File: src/edc_pkg.sv
package edc_pkg;

  localparam int unsigned ADDR_W = 12;
  localparam int unsigned DATA_W = 32;

  localparam logic [ADDR_W-1:0] DEVCAP_OFFSET = 12'h0B4;
  localparam logic [ADDR_W-1:0] CTRL_OFFSET   = 12'h100;
  localparam logic [ADDR_W-1:0] STATUS_OFFSET = 12'h104;

  localparam logic [2:0] MAX_PAYLOAD_RESET = 3'h2;
  localparam logic [1:0] PHANTOM_RESET     = 2'h0;
  localparam logic       EXT_TAG_RESET     = 1'b1;
  localparam logic [2:0] L0S_LAT_RESET     = 3'h0;
  localparam logic [2:0] L1_LAT_RESET      = 3'h0;
  localparam logic [7:0] SPL_VALUE_RESET   = 8'h00;
  localparam logic [1:0] SPL_SCALE_RESET   = 2'h0;

  localparam logic [3:0] PORT_TYPE_FORWARD = 4'h7;
  localparam logic [3:0] PORT_TYPE_REVERSE = 4'h8;

  localparam int unsigned CTRL_CLR_BIT     = 0;
  localparam int unsigned STAT_COUNT_LSB   = 0;
  localparam int unsigned STAT_PTYPE_LSB   = 8;
  localparam int unsigned STAT_REVERSE_BIT = 12;
  localparam int unsigned STAT_HOTPLUG_BIT = 13;
  localparam int unsigned STAT_SEEN_BIT    = 14;

  typedef struct packed {
    logic [3:0] rsvd_hi;
    logic [1:0] spl_scale;
    logic [7:0] spl_value;
    logic [2:0] rsvd_mid;
    logic       pwr_ind;
    logic       attn_ind;
    logic       attn_btn;
    logic [2:0] l1_lat;
    logic [2:0] l0s_lat;
    logic       ext_tag;
    logic [1:0] phantom;
    logic [2:0] max_payload;
  } edc_devcap_type;

  typedef struct packed {
    logic       valid;
    logic [7:0] value;
    logic [1:0] scale;
  } edc_spl_msg_type;

  typedef struct packed {
    logic [7:0] value;
    logic [1:0] scale;
  } edc_spl_type;

endpackage

File: src/edc_dev_cap.sv
// The address-and-strobe port was left to the implementer.
`timescale 1ns/1ps
`default_nettype none
module edc_dev_cap
  import edc_pkg::*;
(
  input  wire logic                     clk_i,
  input  wire logic                     reset_n_i,
  input  wire logic [edc_pkg::ADDR_W-1:0] addr_i,
  input  wire logic [edc_pkg::DATA_W-1:0] wr_data_i,
  input  wire logic                     wr_i,
  input  wire logic                     rd_i,
  input  wire logic                     hotplug_en_i,
  input  wire logic                     reverse_i,
  input  wire edc_pkg::edc_spl_msg_type spl_msg_i,
  output var  logic [edc_pkg::DATA_W-1:0] rd_data_o,
  output var  logic [3:0]               port_type_o,
  output var  edc_pkg::edc_spl_type     spl_o
);

  edc_spl_type           spl_w;
  logic                  seen_w;
  edc_devcap_type        devcap_w;
  logic [DATA_W-1:0]     status_w;

  logic [DATA_W-1:0]     rd_data_r;
  logic [DATA_W-1:0]     rd_data_nxt;
  logic [3:0]            port_type_r;
  logic [3:0]            port_type_nxt;
  logic                  hp_present_r;
  logic                  hp_present_nxt;
  logic [7:0]            msg_count_r;
  logic [7:0]            msg_count_nxt;

  edc_spl_capture u_spl_capture
  (
    .clk_i     (clk_i),
    .reset_n_i (reset_n_i),
    .msg_i     (spl_msg_i),
    .spl_o     (spl_w),
    .seen_o    (seen_w)
  );

  // Port type and hot-plug presence are registered so the read path sees stable levels; the status reverse and hot-plug bits are not.
  always_comb
  begin
    port_type_nxt  = reverse_i ? PORT_TYPE_REVERSE : PORT_TYPE_FORWARD;
    hp_present_nxt = hotplug_en_i & ~reverse_i;
  end

  // A message arriving in the same cycle as a clear still counts.
  always_comb
  begin
    msg_count_nxt = msg_count_r;
    if (wr_i && (addr_i == CTRL_OFFSET) && wr_data_i[CTRL_CLR_BIT])
    begin
      msg_count_nxt = 8'h00;
    end
    if (spl_msg_i.valid)
    begin
      msg_count_nxt = msg_count_nxt + 8'h01;
    end
  end

  always_comb
  begin
    devcap_w             = '0;
    devcap_w.max_payload = MAX_PAYLOAD_RESET;
    devcap_w.phantom     = PHANTOM_RESET;
    devcap_w.ext_tag     = EXT_TAG_RESET;
    devcap_w.l0s_lat     = L0S_LAT_RESET;
    devcap_w.l1_lat      = L1_LAT_RESET;
    devcap_w.attn_btn    = hp_present_r;
    devcap_w.attn_ind    = hp_present_r;
    devcap_w.pwr_ind     = hp_present_r;
    devcap_w.spl_value   = spl_w.value;
    devcap_w.spl_scale   = spl_w.scale;
  end

  always_comb
  begin
    status_w                                  = '0;
    status_w[STAT_COUNT_LSB +: 8]             = msg_count_r;
    status_w[STAT_PTYPE_LSB +: 4]             = port_type_r;
    status_w[STAT_REVERSE_BIT]                = reverse_i;
    status_w[STAT_HOTPLUG_BIT]                = hotplug_en_i;
    status_w[STAT_SEEN_BIT]                   = seen_w;
  end

  // Read data stand for one cycle only; unmapped reads return zero.
  // Writes to the capability word fall through and change nothing.
  always_comb
  begin
    rd_data_nxt = '0;
    if (rd_i)
    begin
      case (addr_i)
        DEVCAP_OFFSET: rd_data_nxt = devcap_w;
        STATUS_OFFSET: rd_data_nxt = status_w;
        default:       rd_data_nxt = '0;
      endcase
    end
  end

  always_ff @(posedge clk_i or negedge reset_n_i)
  begin
    if (!reset_n_i)
    begin
      rd_data_r    <= '0;
      port_type_r  <= PORT_TYPE_FORWARD;
      hp_present_r <= 1'b0;
      msg_count_r  <= 8'h00;
    end
    else
    begin
      rd_data_r    <= rd_data_nxt;
      port_type_r  <= port_type_nxt;
      hp_present_r <= hp_present_nxt;
      msg_count_r  <= msg_count_nxt;
    end
  end

  assign rd_data_o   = rd_data_r;
  assign port_type_o = port_type_r;
  assign spl_o       = spl_w;

endmodule
`default_nettype wire

File: src/edc_spl_capture.sv
`timescale 1ns/1ps
`default_nettype none
module edc_spl_capture
  import edc_pkg::*;
(
  input  wire logic                     clk_i,
  input  wire logic                     reset_n_i,
  input  wire edc_pkg::edc_spl_msg_type msg_i,
  output var  edc_pkg::edc_spl_type     spl_o,
  output var  logic                     seen_o
);

  edc_spl_type spl_r;
  edc_spl_type spl_nxt;
  logic        seen_r;
  logic        seen_nxt;

  // Each message overwrites both fields; there is no accumulation.
  always_comb
  begin
    spl_nxt  = spl_r;
    seen_nxt = seen_r;
    if (msg_i.valid)
    begin
      spl_nxt.value = msg_i.value;
      spl_nxt.scale = msg_i.scale;
      seen_nxt      = 1'b1;
    end
  end

  always_ff @(posedge clk_i or negedge reset_n_i)
  begin
    if (!reset_n_i)
    begin
      spl_r.value <= SPL_VALUE_RESET;
      spl_r.scale <= SPL_SCALE_RESET;
      seen_r      <= 1'b0;
    end
    else
    begin
      spl_r  <= spl_nxt;
      seen_r <= seen_nxt;
    end
  end

  assign spl_o  = spl_r;
  assign seen_o = seen_r;

endmodule
`default_nettype wire

File: config.mk
export PLATFORM = sky130hd
export DESIGN_NAME = edc_dev_cap
export DESIGN_NICKNAME = d
export VERILOG_FILES = /design/src/edc_pkg.sv /design/src/edc_dev_cap.sv /design/src/edc_spl_capture.sv
export SDC_FILE = /design/constraint.sdc
export NUM_CORES = 1
export LEC_CHECK = 0
export ABC_AREA = 0
export BUFFER_PORTS_ARGS = -buffer_cell sky130_fd_sc_hd__buf_2
export CORE_AREA = 2 2 67 69
export DETAILED_ROUTE_END_ITERATION = 10
export DIE_AREA = 0 0 69 71
export PLACE_DENSITY = 0.82
export SLEW_MARGIN = 20
export SYNTH_ARGS = -nofsm -noshare
export SYNTH_HDL_FRONTEND = slang
export SYNTH_SLANG_ARGS = --single-unit
File: constraint.sdc
create_clock -name clk_i -period 2 [get_ports clk_i]
set_input_delay 0.4 -clock clk_i [delete_from_list [all_inputs] [get_ports clk_i]]
set_output_delay 0.4 -clock clk_i [all_outputs]
set_load 0.03 [all_outputs]
==> impl_metrics.py <==
metrics = {
    "status": {
        "status": "complete, no violations",
    },
    "die": {
        "dieWidth_um": 69,
        "start_util_pct": 45.0,
        "rows": 24,
        "io_pins": 107,
        "die_h_um": 71,
        "fp.dieArea_mm2": 0.00490,
        "coreArea_mm2": 0.00420,
    },
    "worst_hold_path": {
        "worstHoldPathType": "primary input to asynchronous set/reset pin",
    },
    "finish": {
        "diodes": 0,
        "drive_above_1_share_pct": 51.5,
        "multi_input_area_um2": 669,
        "finalNetCount": 288,
        "area_growth_pct": 29.2,
        "n_fill_cell": 368,
        "regArea_mm2": 0.00113,
        "stdcell_area_mm2": 0.00244,
    },
    "clock_tree": {
        "clock_path_buffers": 2,
        "insertion_delay_ns": 0.30,
        "holdBufCountCts": 0,
        "cts_max_level": 2,
        "clockRootBuffer": "clkbuf_8",
        "clk_pin_slew_worst_paths_ns": 0.09,
        "numCtsBuffers": 5,
        "numClockSinks": 45,
        "postCtsSetupRepairBufs": 0,
        "cts_resized": 0,
        "cts_tree": "done",
    },
    "yosys": {
        "synth_top_family_by_area": "simple AND/OR/NAND/NOR gates",
        "ys_ff_latch": 45,
        "synth_warnings": 0,
        "synth_edf_count": 0,
        "synth_area_mm2": 0.00189,
        "yosys.area_share.simple_pct": 19.2,
        "synth_top_area_share_pct": 58.2,
        "synth.most_common_cell": "dfrtp_1",
        "yosys-top-cells-count": "dfrtp_1, and2_1, buf_4",
        "seq_area_frac_synth_pct": 59.6,
        "synth_fa_ha_area_share_pct": 0.661,
        "synthArstFlopShare_pct": 100,
        "synth_area_leader_cell": "dfrtp_1",
        "synth_top_flop_cell": "dfrtp_1",
        "syn_inst": 146,
        "synth-compound-area-share_pct": 5.62,
        "synth.distinct_cells": 35,
        "synth-xor-area-share_pct": 1.85,
        "synthMuxAreaShare_pct": 5.95,
        "postSynthAreaPerCell_um2": 13.0,
        "synthTopCellsByArea": "dfrtp_1, mux2_2, and2_1, buf_4, nor4_4",
    },
    "route": {
        "vias": 1336,
        "drtAntennaViolNets": 0,
        "first_pass_iters": 4,
        "drt_iter0_drc": 43,
        "drt-wirelength-per-cell_um": 12.7,
        "viasPerCell": 4.79,
        "wl_um": 3530,
        "drc": 0,
    },
    "power_and_ir_drop": {
        "p_per_area_mw_per_mm2": 875,
        "power_mw": 2.14,
        "ir_drop_mv": 0.481,
        "p_leak_nw": 1.27,
    },
    "setup_path": {
        "critical_path_class": "primary input to flop",
        "crit_path_top_delay_cell": "or4b_4",
        "cp.required_ns": 2.19,
        "crit_path_max_fanout": 3,
        "reg2regPathDepth": 6,
        "timing.critical_path.cells": "buf_2 > or4b_4 > o41ai_4 > inv_1 > ha_2 > nand4_1 > xor2_1 > nor2_1",
        "max_stage_delay_ns": 0.58,
        "crit_path_start_kind": "primary input",
        "endpoint_kind": "flop",
        "arrival_ns": 2.06,
    },
    "grt": {
        "antenna_found_initial": 0,
        "grt_pass1_wl_um": 5940,
        "grt_pass1_vias": 1404,
        "grt_overflow_total": 0,
        "grt_max_degree": 29,
        "track_usage_pct": 15.5,
    },
    "timing": {
        "fmax_ghz": 0.535,
        "skew_ns": 0.00982,
        "totalNegativeSetupSlack_ns": 0,
        "setup_viol": 0,
        "finalCritPeriodShare_pct": 93.4,
        "worstMarginPinSlew_ns": 0.588,
        "min_period_ns": 1.87,
        "rsz0062_at_grt": "false",
        "drv_slew": 0,
        "relSlewSlack_pct": 60.8,
        "hold_violations": 0,
        "fin_ws_ns": 0.131,
    },
    "place": {
        "place_ws_ns": -0.185,
        "place_hpwl_um": 2730,
        "io_buffers": 68,
        "post_dp_cell_area_mm2": 0.00233,
        "place_congestion": 0.743,
    },
    "flow_run": {
        "drv_cap": 0,
    },
}
per-layer routing:
| layer | global-route usage, % | part of all wire [%] | routed length [um] | vias to the layer above |
|---|---|---|---|---|
| li1 | - | - | - | 634 |
| met1 | 15.9 | 37 | 1320 | 636 |
| met2 | 28.3 | 53 | 1870 | 58 |
| met3 | 5.70 | 7.9 | 280 | 8 |
| met4 | 6.54 | 1.7 | 60 | 0 |
| met5 | 0 | 0 | 0 | - |
metrics by stage:
| stage | util, % | hold slack [ns] | std cells |
|---|---|---|---|
| finish | 58.2 | 0.0976 | 279 |
| detailed placement | 55.4 | 0.438 | 271 |
| floorplan | - | 0.104 | 152 |
| CTS | 58.2 | 0.112 | 279 |
| global route | 58.2 | 0.126 | 279 |
| global placement | 55.4 | 0.432 | 271 |
critical path, delay by kind of cell:
family,cells,cell delay (ns)
AND/OR/NAND/NOR,3,0.73
AO/OA/AOI/OAI,1,0.38
adder cells (fa/ha/maj),1,0.20
buffers and inverters,2,0.19
XOR/XNOR,1,0.16
power by group:
part | switching [mW] | internal [mW] | total, mW
Sequential | 0.0886 | 0.993 | 1.08
Clock | 0.304 | 0.374 | 0.678
Combinational | 0.207 | 0.174 | 0.381
logic make-up after synthesis:
| kind of cell | Yosys count |
|---|---|
| simple gates | 51 |
| compound gates | 14 |
| xor+xnor | 4 |
| other cells | 1 |
| fa+ha+maj | 1 |
| buf+inv | 20 |
| flops | 45 |
| mux | 10 |
cells in the final DEF (no fill, tap or decap), types with 2 or more instances in the layout:
| cell | instances |
|---|---|
| o21ai_0 | 2 |
| nand4_1 | 2 |
| buf_2 | 68 |
| a21oi_1 | 5 |
| nand3_1 | 2 |
| or3_1 | 3 |
| nor2_1 | 2 |
| conb_1 | 7 |
| dfrtp_1 | 44 |
| clkbuf_8 | 5 |
| or2_2 | 2 |
| inv_1 | 4 |
| a21oi_2 | 3 |
| mux2_2 | 10 |
| xor2_1 | 3 |
| buf_4 | 15 |
| nor2b_1 | 2 |
| nor4_4 | 3 |
| nand2_1 | 9 |
| and2_1 | 17 |
flip-flops by register name (all words and copies together), names as in the netlist:
register and count:
rd_data_o 23, port_type_o 2, hp_present_r 1, msg_count_r 8, u_spl_capture.spl_o 10, u_spl_capture.seen_o 1
final timing paths:
| path | slack [ns] | from | endpoint |
|---|---|---|---|
| max | 0.13 | addr_i[7] | msg_count_r[4]$_DFF_PN0_ |
| min in group clk_i | 0.25 | reverse_i | port_type_o[2]$_DFF_PN1_ |
| max reg2reg | 0.56 | msg_count_r[0]$_DFF_PN0_ | msg_count_r[6]$_DFF_PN0_ |
| max in group asynchronous | 1.26 | reset_n_i | rd_data_o[24]$_DFF_PN0_ |
| min reg2reg | 0.48 | u_spl_capture.seen_o$_DFFE_PN0P_ | u_spl_capture.seen_o$_DFFE_PN0P_ |
| min | 0.1 | reset_n_i | rd_data_o[5]$_DFF_PN0_ |
area by class of cell:
cell class | count | share of cell area [%]
repair buffers | 83 | 18.5
clock inverters | 3 | 1.89
inverters | 4 | 0.614
clock buffers | 5 | 2.81
multi-input cells | 87 | 27.4
flip-flops and latches | 45 | 46.1
well taps | 52 | 2.66
Power figures use the tool's default switching activity.
